### src/design/asp_pkg.sv
// Constants and types for the asynchronous SRAM port controller.
// Assumes a single 100 MHz clock; all timing counts derive from it.
package asp_pkg;
    localparam int CLK_PERIOD_NS = 10;
    localparam int ADDR_W        = 15;
    localparam int DATA_W        = 8;

    // Pin timing of the memory, in ns
    localparam int T_ADDR_SETUP_TO_WRITE_END_NS     = 60;
    localparam int T_WRITE_DATA_SETUP_NS            = 30;
    localparam int T_WRITE_STROBE_OUTPUT_OFF_NS     = 25;
    localparam int T_ADDRESS_ACCESS_DELAY_NS        = 70;
    localparam int T_OUTPUT_ENABLE_ACCESS_DELAY_NS  = 35;
    localparam int T_OUTPUT_OFF_NS                  = 25;

    // Least times, rounded up to whole cycles
    localparam int WR_PULSE_NS =
        (T_ADDR_SETUP_TO_WRITE_END_NS >
         T_WRITE_STROBE_OUTPUT_OFF_NS + T_WRITE_DATA_SETUP_NS) ?
        T_ADDR_SETUP_TO_WRITE_END_NS :
        T_WRITE_STROBE_OUTPUT_OFF_NS + T_WRITE_DATA_SETUP_NS;
    localparam logic [3:0] WR_PULSE_CYC =
        4'((WR_PULSE_NS + CLK_PERIOD_NS - 1) / CLK_PERIOD_NS);
    localparam logic [3:0] RD_ACCESS_CYC =
        4'((T_ADDRESS_ACCESS_DELAY_NS + CLK_PERIOD_NS - 1) / CLK_PERIOD_NS);
    localparam logic [3:0] TURN_CYC =
        4'((T_OUTPUT_OFF_NS + CLK_PERIOD_NS - 1) / CLK_PERIOD_NS);

    typedef enum logic [5:0] {
        ST_IDLE    = 6'h01,
        ST_WSETUP  = 6'h02,
        ST_WPULSE  = 6'h04,
        ST_WEND    = 6'h08,
        ST_RACCESS = 6'h10,
        ST_RTURN   = 6'h20
    } asp_state_t;

    typedef struct packed {
        asp_state_t          st;
        logic                ce_n;
        logic                we_n;
        logic                oe_n;
        logic [ADDR_W-1:0]   addr;
        logic [DATA_W-1:0]   dq_o;
        logic                dq_oe;
        logic [DATA_W-1:0]   rdata;
        logic                ready;
        logic                done;
    } asp_host_t;

    typedef struct packed {
        logic [3:0] cnt;
    } asp_timer_t;
endpackage : asp_pkg

### src/design/asp_tmr_if.sv
// Link between the port sequencer and its cycle timer.
// Assumes both ends share one clock.
`timescale 1ns/1ps
interface asp_tmr_if;
    logic       load;
    logic [3:0] load_val;
    logic       done;
    modport ctl (output load, output load_val, input done);
    modport tmr (input load, input load_val, output done);
endinterface : asp_tmr_if

### src/design/asp_host.sv
// Host controller for a 32K x 8 asynchronous static memory.
// Assumes DQ is returned synchronous to MCLK_I; the bench resolves the
// shared data wire from SRAM_DQ_OE_O.
//
// Functional notes
// - Write starts when both strobes low, ends on first strobe rising.
// - Data setup and hold are timed to the strobe that ends write.
// - Write data stable 30 ns before write end, may drop after end.
// - Address valid at least 60 ns before end of write.
// - Address valid at write start and unchanged until write end.
// - Strobe-ended write with output enable low lasts 25 plus 30 ns.
// - Controller never drives data while memory drives it.
// - Write strobe stays high through every read.
// - Read address valid before or as select falls.
`timescale 1ns/1ps
module asp_host (
    // Clock and reset
    input  wire logic        MCLK_I,
    input  wire logic        RST_I,
    // User request
    input  wire logic        REQ_I,
    input  wire logic        WRITE_I,
    input  wire logic [14:0] ADDR_I,
    input  wire logic [7:0]  WDATA_I,
    // User answer
    output logic             READY_O,
    output logic             DONE_O,
    output logic [7:0]       RDATA_O,
    // Memory strobes and address
    output logic             SRAM_CE_N_O,
    output logic             SRAM_WE_N_O,
    output logic             SRAM_OE_N_O,
    output logic [14:0]      SRAM_ADDR_O,
    // Memory data pins
    input  wire logic [7:0]  SRAM_DQ_I,
    output logic [7:0]       SRAM_DQ_O,
    output logic             SRAM_DQ_OE_O
);
    asp_pkg::asp_host_t host_q;
    asp_pkg::asp_host_t host_d;
    asp_tmr_if          tmr ();

    asp_timer u_timer (
        .mclk_i (MCLK_I),
        .rst_i  (RST_I),
        .t      (tmr.tmr)
    );

    always_comb begin
        host_d       = host_q;
        host_d.done  = 1'b0;
        tmr.load     = 1'b0;
        tmr.load_val = 4'h0;
        case (host_q.st)
            asp_pkg::ST_IDLE: begin
                if (REQ_I && host_q.ready) begin
                    host_d.ready = 1'b0;
                    host_d.addr  = ADDR_I;
                    host_d.ce_n  = 1'b0;
                    if (WRITE_I) begin
                        // Address and data settle before the strobe falls
                        host_d.st    = asp_pkg::ST_WSETUP;
                        host_d.dq_o  = WDATA_I;
                        host_d.dq_oe = 1'b1;
                        host_d.oe_n  = 1'b1;
                    end else begin
                        // Address and select change on the same edge
                        host_d.st   = asp_pkg::ST_RACCESS;
                        host_d.oe_n = 1'b0;
                        host_d.we_n = 1'b1;
                        tmr.load     = 1'b1;
                        tmr.load_val = asp_pkg::RD_ACCESS_CYC;
                    end
                end
            end
            asp_pkg::ST_WSETUP: begin
                host_d.st    = asp_pkg::ST_WPULSE;
                host_d.we_n  = 1'b0;
                tmr.load     = 1'b1;
                tmr.load_val = asp_pkg::WR_PULSE_CYC;
            end
            asp_pkg::ST_WPULSE: begin
                if (tmr.done) begin
                    // Both strobes rise together so the memory stays off
                    host_d.st   = asp_pkg::ST_WEND;
                    host_d.we_n = 1'b1;
                    host_d.ce_n = 1'b1;
                end
            end
            asp_pkg::ST_WEND: begin
                // Data and address held one cycle past the write end
                host_d.st    = asp_pkg::ST_IDLE;
                host_d.dq_oe = 1'b0;
                host_d.ready = 1'b1;
                host_d.done  = 1'b1;
            end
            asp_pkg::ST_RACCESS: begin
                if (tmr.done) begin
                    host_d.st    = asp_pkg::ST_RTURN;
                    host_d.rdata = SRAM_DQ_I;
                    host_d.done  = 1'b1;
                    host_d.ce_n  = 1'b1;
                    host_d.oe_n  = 1'b1;
                    tmr.load     = 1'b1;
                    tmr.load_val = asp_pkg::TURN_CYC;
                end
            end
            asp_pkg::ST_RTURN: begin
                // Memory may still drive DQ until its outputs turn off
                if (tmr.done) begin
                    host_d.st    = asp_pkg::ST_IDLE;
                    host_d.ready = 1'b1;
                end
            end
            default: begin
                host_d       = '0;
                host_d.st    = asp_pkg::ST_IDLE;
                host_d.ce_n  = 1'b1;
                host_d.we_n  = 1'b1;
                host_d.oe_n  = 1'b1;
                host_d.ready = 1'b1;
            end
        endcase
    end

    always_ff @(posedge MCLK_I or posedge RST_I) begin
        if (RST_I) begin
            host_q       <= '0;
            host_q.st    <= asp_pkg::ST_IDLE;
            host_q.ce_n  <= 1'b1;
            host_q.we_n  <= 1'b1;
            host_q.oe_n  <= 1'b1;
            host_q.ready <= 1'b1;
        end else begin
            host_q <= host_d;
        end
    end

    assign READY_O      = host_q.ready;
    assign DONE_O       = host_q.done;
    assign RDATA_O      = host_q.rdata;
    assign SRAM_CE_N_O  = host_q.ce_n;
    assign SRAM_WE_N_O  = host_q.we_n;
    assign SRAM_OE_N_O  = host_q.oe_n;
    assign SRAM_ADDR_O  = host_q.addr;
    assign SRAM_DQ_O    = host_q.dq_o;
    assign SRAM_DQ_OE_O = host_q.dq_oe;
endmodule : asp_host

### src/design/asp_timer.sv
// Down counter timing the write pulse, read access and turnaround phases of a memory cycle.
// Assumes load values of at least one.
`timescale 1ns/1ps
module asp_timer (
    // Clock and reset
    input  wire logic  mclk_i,
    input  wire logic  rst_i,
    // Sequencer side
    asp_tmr_if.tmr     t
);
    asp_pkg::asp_timer_t tmr_q;
    asp_pkg::asp_timer_t tmr_d;

    always_comb begin
        tmr_d = tmr_q;
        if (t.load) begin
            tmr_d.cnt = t.load_val;
        end else if (tmr_q.cnt != 4'h0) begin
            tmr_d.cnt = tmr_q.cnt - 4'h1;
        end
    end

    // Last cycle of the loaded span
    assign t.done = (tmr_q.cnt == 4'h1);

    always_ff @(posedge mclk_i or posedge rst_i) begin
        if (rst_i) begin
            tmr_q <= '0;
        end else begin
            tmr_q <= tmr_d;
        end
    end
endmodule : asp_timer

### config.mk
export PLATFORM = sky130hd
export DESIGN_NAME = asp_host
export DESIGN_NICKNAME = d
export VERILOG_FILES = /design/src/design/asp_pkg.sv /design/src/design/asp_tmr_if.sv /design/src/design/asp_host.sv /design/src/design/asp_timer.sv
export SDC_FILE = /design/constraint.sdc
export NUM_CORES = 1
export LEC_CHECK = 0
export BUFFER_PORTS_ARGS = -buffer_cell sky130_fd_sc_hd__buf_2
export CAP_MARGIN = 0
export CORE_MARGIN = 4
export CORE_UTILIZATION = 48
export DETAILED_ROUTE_END_ITERATION = 8
export PLACE_DENSITY = 0.8
export SETUP_SLACK_MARGIN = 0.02
export SYNTH_ARGS = -nofsm -noshare
export SYNTH_HDL_FRONTEND = slang
export SYNTH_HIERARCHICAL = 1
export SYNTH_SLANG_ARGS = --single-unit
### constraint.sdc
create_clock -name MCLK_I -period 2.2 [get_ports MCLK_I]
set_clock_uncertainty 0.15 [all_clocks]
set_input_delay 0.22 -clock MCLK_I [delete_from_list [all_inputs] [get_ports MCLK_I]]
set_output_delay 0.22 -clock MCLK_I [all_outputs]
set_load 0.05 [all_outputs]
==> results of run 1 <==
-- cell families after synthesis --
family                     synth area share [%]
DFF                                        44.2
adders and majority gates                  1.40
muxes                                      5.61
and+or+nand+nor                            18.6
xor gates and xnor gates                   1.96
other                                     0.140
AOI/OAI and AO/OA                          10.7
buffers and inverters                      17.4
-- critical path, stage by stage, from the launching register on --
cell and delay [ns]:
dfrtp_2 0.48, buf_4 0.19, or4_4 0.51, nor3b_4 0.26
nor4_4 0.09, buf_12 0.15, nand3_1 0.07, o21ai_0 0.09
-- layout make-up --
class                           count  area, um2
Clock buffer                        5       68.8
Clock inverter                      3       23.8
Fill cell                         458       2110
Inverter                           27        101
Multi-Input combinational cell    161       1060
Sequential cell                    47       1190
Tap cell                           70       87.6
Timing Repair Buffer               99        638
-- routing by layer --
layer	track usage, %	vias to the layer above	wire (um)
li1	-	1016	-
met1	22.6	942	2580
met2	27.7	77	2590
met3	4.23	6	447
met4	5.56	0	53
met5	0	-	0
-- state kept, by name, summed over array words and instances, names as in the netlist, 4 cells and up --
| name | count |
|---|---|
| host_q | 6 |
| SRAM_DQ_O | 8 |
| RDATA_O | 8 |
| SRAM_ADDR_O | 15 |
| u_timer/tmr_q | 4 |
-- cells in the final DEF (no fill, tap or decap), types with 2 or more instances in the layout --
cell type / instances
a22o_1: 3
inv_2: 2
dlygate4sd3_1: 14
inv_1: 25
clkbuf_8: 5
dfrtp_1: 39
nor2_1: 9
dfstp_2: 5
nand2b_1: 2
mux2i_1: 15
and3_1: 2
nand3_1: 11
o31ai_1: 2
a21oi_1: 2
nand3b_1: 2
xnor2_1: 3
nor3b_4: 2
or2_2: 3
o21ai_0: 17
clkinvlp_4: 2
dfrtp_2: 3
nor3b_1: 2
nor4_4: 2
o21ai_1: 9
o21a_1: 2
xor2_1: 3
nand2_1: 42
buf_12: 3
buf_2: 71
buf_4: 11
ha_1: 3
nor3_1: 5
-- how the worst max path moves through the flow --
stage | to | cells past startpoint
CTS | u_timer/tmr_q[1] | 6
detailed placement | u_timer/tmr_q[1] | 6
floorplan | u_timer/tmr_q[1] | 7
global route | READY_O | 7
global placement | u_timer/tmr_q[1] | 6
finish | RDATA_O[5] | 7
-- through the flow --
step	hold slack [ns]	instance area, um2	instances
after floorplan	-0.164	2680	282
after global placement	-0.0132	2870	388
after detailed placement	-0.0129	2870	388
after CTS	0.000281	3130	411
after global routing	0.00219	3160	412
final	0.00979	3160	412
-- what timing repair did --
action | 4_1_cts | 5_1_grt
buffers inserted | 1 | 1
gates resized for setup | 0 | 9
hold endpoints to repair | 32 | 0
hold buffers | 14 | 0
pin swaps | 2 | 3
endpoints found under the setup margin | 6 | 34
-- where the power goes --
part | internal, mW | switching, mW
Combinational | 1.03 | 1.90
Clock | 0.227 | 0.289
Sequential | 1.20 | 0.227
Total | 2.46 | 2.42
==> flow_metrics.env, run 1 <==
export IMPL_io_buffers=71
export IMPL_die_w_um=82.7
export IMPL_gr_total_overflow=0
export IMPL_core_area_um2=5270
export IMPL_worstHoldStart="ADDR_I[2]"
export IMPL_regToRegStartpoint="host_q[39]"
export IMPL_synth_common_cells="43 x nand2_1, 42 x dfrtp_1, 33 x buf_4, 27 x inv_1, 17 x o21ai_0"
export IMPL_clockBufferDepth=2
export IMPL_ant_nets=0
export IMPL_fmax_ghz=0.475
export IMPL_initial_core_util_pct=50.8
export IMPL_status="finished, final reports clean"
export IMPL_pin_count=72
export IMPL_total_power_mw=4.87
export IMPL_finalCriticalPeriod_ns=2.11
export IMPL_cts_tree="built"
export IMPL_r2r_end="RDATA_O[5]"
export IMPL_hold_path_endpoint="SRAM_ADDR_O[2]"
export IMPL_drv_slew=0
export IMPL_cp_required_ns=2.22
export IMPL_cts_root_buf="clkbuf_8"
export IMPL_async_reset_ff_share_pct=100
export IMPL_startpoint="host_q[39]"
export IMPL_place_congestion=0.882
export IMPL_avgSynthCellArea_um2=9.49
export IMPL_via_per_inst=4.95
export IMPL_clkTransAtPathRegs_ns=0.09
export IMPL_max_vdd_ir_drop_mv=0.794
export IMPL_finalSetupTns_ns=0
export IMPL_synth_top_area_share_pct=39.3
export IMPL_utilization_pct=60.0
export IMPL_grt_pass1_wl_um=8900
export IMPL_h_tree_depth=2
export IMPL_wl_per_cell_um=13.7
export IMPL_die_height_um=82.7
export IMPL_r2r_setup_slack_ns=0.09
export IMPL_synth_area_top_cells="dfrtp_1 39%, buf_4 9.3%, nand2_1 6.0%"
export IMPL_clock_sinks=47
export IMPL_yosysMostFrequentCell="nand2_1"
export IMPL_synth_edf_count=0
export IMPL_crit_arrival_ns=2.13
export IMPL_max_cap_viol_count=0
export IMPL_holdPathStages=3
export IMPL_dpl_worst_slack_ns=0.0244
export IMPL_vias=2041
export IMPL_syn_to_final_growth_pct=18.2
export IMPL_drtPass1Iterations=6
export IMPL_hold_viol=0
export IMPL_path_max_fanout=16
export IMPL_ys_types=46
export IMPL_n_antenna_cell=0
export IMPL_core_rowCount=26
export IMPL_worst_setup_path_end_kind="register"
export IMPL_ys_seq_area_share_pct=44.2
export IMPL_start_kind="register"
export IMPL_nets=379
export IMPL_synth_top_cell_by_area="dfrtp_1"
export IMPL_drtIter0Drc=112
export IMPL_yosysWarnings=6
export IMPL_min_path_type="primary input to register"
export IMPL_antenna_found_initial=0
export IMPL_synth_area_um2=2680
export IMPL_worstSetupPathType="register to register"
export IMPL_numCtsBuffers=5
export IMPL_synth_seq_cells=47
export IMPL_finalWirelength_um=5660
export IMPL_rr_worst_depth=7
export IMPL_grt_start_max_net_pins=24
export IMPL_syn_instance_count=282
export IMPL_p_leak_nw=1.63
export IMPL_powerDensity_nw_per_um2=1540
export IMPL_synthesis_nets=320
export IMPL_die_area_um2=6840
export IMPL_drc_errors=0
export IMPL_hpwl_um=4190
export IMPL_grt_pass1_vias=1979
export IMPL_ys_flop_type="dfrtp_1"
export IMPL_worst_skew_pair_late_latency_ns=0.30
export IMPL_period_share_pct=95.7
export IMPL_drive_gt1_share_pct=34.5
export IMPL_fin_ws_ns=0.0937
export IMPL_setup_violations=0
export IMPL_grt_usage_pct=17.2
export IMPL_grt_setup_unrepaired="false"
Power figures use the tool's default switching activity.
==> run 2: changes to the inputs <==
--- a/config.mk
+++ b/config.mk
@@ -5,7 +5,7 @@
 export SDC_FILE = /design/constraint.sdc
 export NUM_CORES = 1
 export LEC_CHECK = 0
-export BUFFER_PORTS_ARGS = -buffer_cell sky130_fd_sc_hd__buf_2
+export BUFFER_PORTS_ARGS = -buffer_cell sky130_fd_sc_hd__buf_4
 export CAP_MARGIN = 0
 export CORE_MARGIN = 4
 export CORE_UTILIZATION = 48
==> flow_metrics.env, run 2 (synthesized netlist as in run 1, its figures left out) <==
export IMPL_core_area_um2=5270
export IMPL_wl_per_cell_um=14.3
export IMPL_p_comb_share_pct=59.9
export IMPL_finalCriticalPeriod_ns=2.07
export IMPL_max_vdd_ir_drop_mv=0.756
export IMPL_antenna_found_initial=0
export IMPL_clockPowerShare_pct=12.2
export IMPL_swShare_pct=47.4
export IMPL_status="finished, final reports clean"
export IMPL_tightestPinTransition_ns=0.888
export IMPL_grt_pass1_vias=2049
export IMPL_cts_root_buf="clkbuf_8"
export IMPL_drv_slew=0
export IMPL_start_kind="register"
export IMPL_worst_skew_pair_late_latency_ns=0.30
export IMPL_endpoint="SRAM_ADDR_O[3]"
export IMPL_final_fill_count=435
export IMPL_grt_start_max_net_pins=44
export IMPL_final_common_cell="buf_4"
export IMPL_intPower_mw=2.72
export IMPL_syn_to_final_growth_pct=24.3
export IMPL_r2r_setup_slack_ns=0.13
export IMPL_final_area_um2=3330
export IMPL_powerDensity_nw_per_um2=1550
export IMPL_nets=377
export IMPL_path_max_fanout=15
export IMPL_via_per_inst=5.01
export IMPL_gr_total_overflow=0
export IMPL_layout_common_cells="82 x buf_4, 42 x nand2_1, 40 x dfrtp_1"
export IMPL_initial_core_util_pct=50.8
export IMPL_hpwl_um=4200
export IMPL_finalWirelength_um=5850
export IMPL_io_buffers=71
export IMPL_drtPass1Iterations=4
export IMPL_startpoint="host_q[40]"
export IMPL_crit_chain="nor4_4 > and3b_1 > a221o_1 > buf_12 > mux2i_1"
export IMPL_cp_required_ns=2.27
export IMPL_die_w_um=82.7
export IMPL_worst_setup_path_end_kind="register"
export IMPL_max_cap_viol_count=0
export IMPL_worstSetupPathType="register to register"
export IMPL_maxSlewHeadroom_pct=40.8
export IMPL_clkTransAtPathRegs_ns=0.09
export IMPL_period_share_pct=94.2
export IMPL_r2r_end="SRAM_ADDR_O[3]"
export IMPL_die_area_um2=6840
export IMPL_finalSetupTns_ns=0
export IMPL_hold_viol=0
export IMPL_clockBufferDepth=2
export IMPL_p_leak_nw=1.67
export IMPL_setup_violations=0
export IMPL_pin_count=72
export IMPL_crit_arrival_ns=2.14
export IMPL_die_height_um=82.7
export IMPL_drtIter0Drc=65
export IMPL_slowest_delay_ns=0.52
export IMPL_sequentialPowerShare_pct=27.9
export IMPL_slowest_stage="dfrtp_1"
export IMPL_largest_reg_flops=15
export IMPL_grt_usage_pct=17.9
export IMPL_ant_nets=0
export IMPL_total_power_mw=5.17
export IMPL_placed_cell_area_um2=3030
export IMPL_h_tree_depth=2
export IMPL_rr_worst_depth=5
export IMPL_place_congestion=0.860
export IMPL_drc_errors=0
export IMPL_n_antenna_cell=0
export IMPL_regToRegStartpoint="host_q[40]"
export IMPL_drive_gt1_share_pct=33.5
export IMPL_cts_tree="built"
export IMPL_grt_setup_unrepaired="false"
export IMPL_min_path_type="primary input to register"
export IMPL_clock_sinks=47
export IMPL_vias=2056
export IMPL_fin_ws_ns=0.128
export IMPL_dpl_worst_slack_ns=0.0366
export IMPL_numCtsBuffers=5
export IMPL_switchingPower_mw=2.45
export IMPL_grt_pass1_wl_um=9420
export IMPL_fmax_ghz=0.483
export IMPL_core_rowCount=26
## run 2: what timing repair did
action / CTS / global route
cloned: 0 / 0
setup endpoints to repair: 3 / 36
endpoints found under the hold margin: 49 / 0
hold buffers: 13 / 0
pin swaps: 1 / 2
resized for setup: 0 / 6
setup buffers: 1 / 1
## run 2: final cells by class
type	count	area, um2	area share [%]
Sequential cell	47	1180	35.6
Multi-Input combinational cell	161	1060	31.8
Timing Repair Buffer	97	786	23.6
Inverter	27	101	3.04
Tap cell	70	87.6	2.63
Clock buffer	5	68.8	2.07
Clock inverter	3	43.8	1.32
## run 2: power by group through the flow
stage | clock [mW] | sequential, mW | combinational [mW]
after floorplan | 0 | 1.49 | 2.50
after global placement | 0 | 1.44 | 2.90
after detailed placement | 0 | 1.45 | 2.96
after CTS | 0.655 | 1.43 | 3.05
after global routing | 0.684 | 1.49 | 3.34
final | 0.631 | 1.44 | 3.09
## run 2: worst min path at each step
stage	from	endpoint	depth (start not counted)	slack [ns]
2_1_floorplan	RST_I	u_timer/tmr_q[0]	1	-0.16
3_3_place_gp	RST_I	u_timer/tmr_q[0]	2	-0.01
3_5_place_dp	RST_I	u_timer/tmr_q[0]	2	-0.02
4_1_cts	SRAM_DQ_I[2]	RDATA_O[2]	3	0.0003
5_1_grt	SRAM_DQ_I[2]	RDATA_O[2]	3	0.005
6_report	SRAM_DQ_I[2]	RDATA_O[2]	3	0.007
## run 2: metal layers
| metal | global-route usage [%] | vias to the layer above | routed length, um |
|---|---|---|---|
| met3 | 4.23 | 12 | 504 |
| met1 | 23.5 | 959 | 2660 |
| li1 | - | 1014 | - |
| met2 | 28.7 | 71 | 2590 |
| met5 | 0 | - | 0 |
| met4 | 6.37 | 0 | 95 |
## run 2: metrics by stage
| stage | util, % | std cells | hold slack (ns) |
|---|---|---|---|
| 2_1_floorplan | - | 282 | -0.164 |
| 3_3_place_gp | 57.5 | 387 | -0.0123 |
| 3_5_place_dp | 57.5 | 387 | -0.0155 |
| 4_1_cts | 62.5 | 409 | 0.000255 |
| 5_1_grt | 63.2 | 410 | 0.00470 |
| 6_report | 63.2 | 410 | 0.00668 |
## run 2: critical path: cells and delay by family, from the launching register on
family / cells / cell delay, ns
AO/OA/AOI/OAI: 1 / 0.22
buffers and inverters: 1 / 0.18
flip-flops: 1 / 0.52
multiplexers: 1 / 0.21
AND/OR/NAND/NOR: 2 / 0.71
==> run 3: changes to the inputs <==
--- a/config.mk
+++ b/config.mk
@@ -7,9 +7,9 @@
 export LEC_CHECK = 0
 export BUFFER_PORTS_ARGS = -buffer_cell sky130_fd_sc_hd__buf_4
 export CAP_MARGIN = 0
-export CORE_MARGIN = 4
 export CORE_UTILIZATION = 48
 export DETAILED_ROUTE_END_ITERATION = 8
+export GPL_ROUTABILITY_DRIVEN = 0
 export PLACE_DENSITY = 0.8
 export SETUP_SLACK_MARGIN = 0.02
 export SYNTH_ARGS = -nofsm -noshare
==> flow_metrics.env, run 3 (synthesized netlist as in run 1, its figures left out) <==
export IMPL_cts_tree="built"
export IMPL_start_kind="register"
export IMPL_total_power_mw=5.01
export IMPL_die_height_um=76.7
export IMPL_finalSetupTns_ns=0
export IMPL_clockPowerShare_pct=12.5
export IMPL_worst_skew_pair_late_latency_ns=0.30
export IMPL_p_comb_share_pct=58.9
export IMPL_io_buffers=71
export IMPL_hold_viol=0
export IMPL_final_common_cell="buf_4"
export IMPL_path_max_fanout=16
export IMPL_clkTransAtPathRegs_ns=0.08
export IMPL_drtPass1Iterations=4
export IMPL_utilization_pct=61.4
export IMPL_fin_ws_ns=0.163
export IMPL_finalCriticalPeriod_ns=2.04
export IMPL_slowest_stage="dfrtp_1"
export IMPL_core_area_um2=5240
export IMPL_tightestPinTransition_ns=0.556
export IMPL_sequentialPowerShare_pct=28.6
export IMPL_numCtsBuffers=5
export IMPL_worst_setup_path_end_kind="register"
export IMPL_cts_root_buf="clkbuf_8"
export IMPL_grt_setup_unrepaired="false"
export IMPL_grt_pass1_wl_um=9280
export IMPL_clockBufferDepth=2
export IMPL_clock_sinks=47
export IMPL_p_leak_nw=1.64
export IMPL_wl_per_cell_um=13.4
export IMPL_core_rowCount=26
export IMPL_die_w_um=76.7
export IMPL_initial_core_util_pct=51.1
export IMPL_fmax_ghz=0.491
export IMPL_layout_common_cells="86 x buf_4, 42 x dfrtp_1, 42 x nand2_1"
export IMPL_grt_usage_pct=19.6
export IMPL_finalWirelength_um=5420
export IMPL_drive_gt1_share_pct=33.8
export IMPL_crit_arrival_ns=2.10
export IMPL_nets=371
export IMPL_drv_slew=0
export IMPL_hpwl_um=3880
export IMPL_drtIter0Drc=95
export IMPL_cp_common_cell="buf_4"
export IMPL_status="finished, final reports clean"
export IMPL_slowest_delay_ns=0.47
export IMPL_via_per_inst=5.01
export IMPL_h_tree_depth=2
export IMPL_period_share_pct=92.6
export IMPL_cp_required_ns=2.26
export IMPL_worstSetupPathType="register to register"
export IMPL_maxSlewHeadroom_pct=63.0
export IMPL_intPower_mw=2.63
export IMPL_postCtsSetupBuffers=0
export IMPL_switchingPower_mw=2.38
export IMPL_min_path_type="primary input to register"
export IMPL_swShare_pct=47.5
export IMPL_largest_reg_flops=15
export IMPL_max_vdd_ir_drop_mv=0.699
export IMPL_n_antenna_cell=0
export IMPL_grt_pass1_vias=2005
export IMPL_die_area_um2=5880
export IMPL_crit_chain="buf_4 > xor2_1 > o211a_1 > nor4_4 > buf_4 > nand3_1 > o21ai_0"
export IMPL_dpl_worst_slack_ns=0.149
export IMPL_powerDensity_nw_per_um2=1560
export IMPL_antenna_found_initial=0
export IMPL_grt_start_max_net_pins=44
export IMPL_syn_to_final_growth_pct=20.1
export IMPL_drc_errors=0
export IMPL_max_cap_viol_count=0
export IMPL_vias=2024
export IMPL_whs_ns=0.00306
export IMPL_setup_violations=0
export IMPL_ant_nets=0
export IMPL_gr_total_overflow=0
export IMPL_pin_count=72
-- run 3: changes by cell type in the layout (fill, tap and decap cells not counted), moves of 2 or more --
cell	previous run	this run
buf_12	2	0
buf_4	82	86
dfrtp_1	40	42
dfrtp_2	2	0
dlygate4sd3_1	13	5
-- run 3: worst max-delay path: cells and delay by family, from the launching register on --
family | cells | cell delay, ns
xor gates and xnor gates | 1 | 0.17
AOI/OAI and AO/OA | 2 | 0.39
and+or+nand+nor | 2 | 0.33
buffers and inverters | 2 | 0.45
DFF | 1 | 0.47
-- run 3: through the flow --
stage	instance area, um2	cells
6_report	3220	404
3_5_place_dp	3050	391
3_3_place_gp	3050	391
4_1_cts	3210	404
5_1_grt	3220	404
2_1_floorplan	2680	282
-- run 3: path summary, 6_finish.rpt --
kind | start | end | slack [ns] | depth (start not counted)
worst max-delay path | host_q[38] | RDATA_O[5] | 0.16 | 7
worst min-delay path | SRAM_DQ_I[7] | RDATA_O[7] | 0.003 | 3
worst max register to register | host_q[38] | RDATA_O[5] | 0.16 | 7
worst min register to register | SRAM_DQ_O[4] | SRAM_DQ_O[4] | 0.33 | 2
max in group asynchronous | RST_I | host_q[37] | 1.04 | 4
min in group asynchronous | RST_I | u_timer/tmr_q[2] | 0.22 | 3
-- run 3: timing repair --
item                                    CTS  global route
resized for setup                         0             3
hold buffers                              5             0
endpoints found under the hold margin    46             0
endpoints found under the setup margin    0            25
-- run 3: power by group through the flow --
stage          clock [mW]  combinational [mW]  sequential [mW]
5_1_grt             0.686                3.20             1.47
2_1_floorplan           0                2.50             1.49
3_3_place_gp            0                2.89             1.43
4_1_cts             0.650                2.96             1.43
6_report            0.627                2.95             1.43
3_5_place_dp            0                2.94             1.44
-- run 3: area by class of cell --
cell class                      count  area, um2
Tap cell                           70       87.6
Multi-Input combinational cell    161       1040
Clock buffer                        5       68.8
Timing Repair Buffer               91        696
Fill cell                         433       2020
Sequential cell                    47       1180
Clock inverter                      3       43.8
Inverter                           27        101
-- run 3: routing by layer --
metal	up-vias	wire length, um	global-route usage, %
met2	66	2700	33.2
met3	6	302	3.45
met1	945	2370	25.9
met4	0	46	4.42
li1	1007	-	-
met5	-	0	0
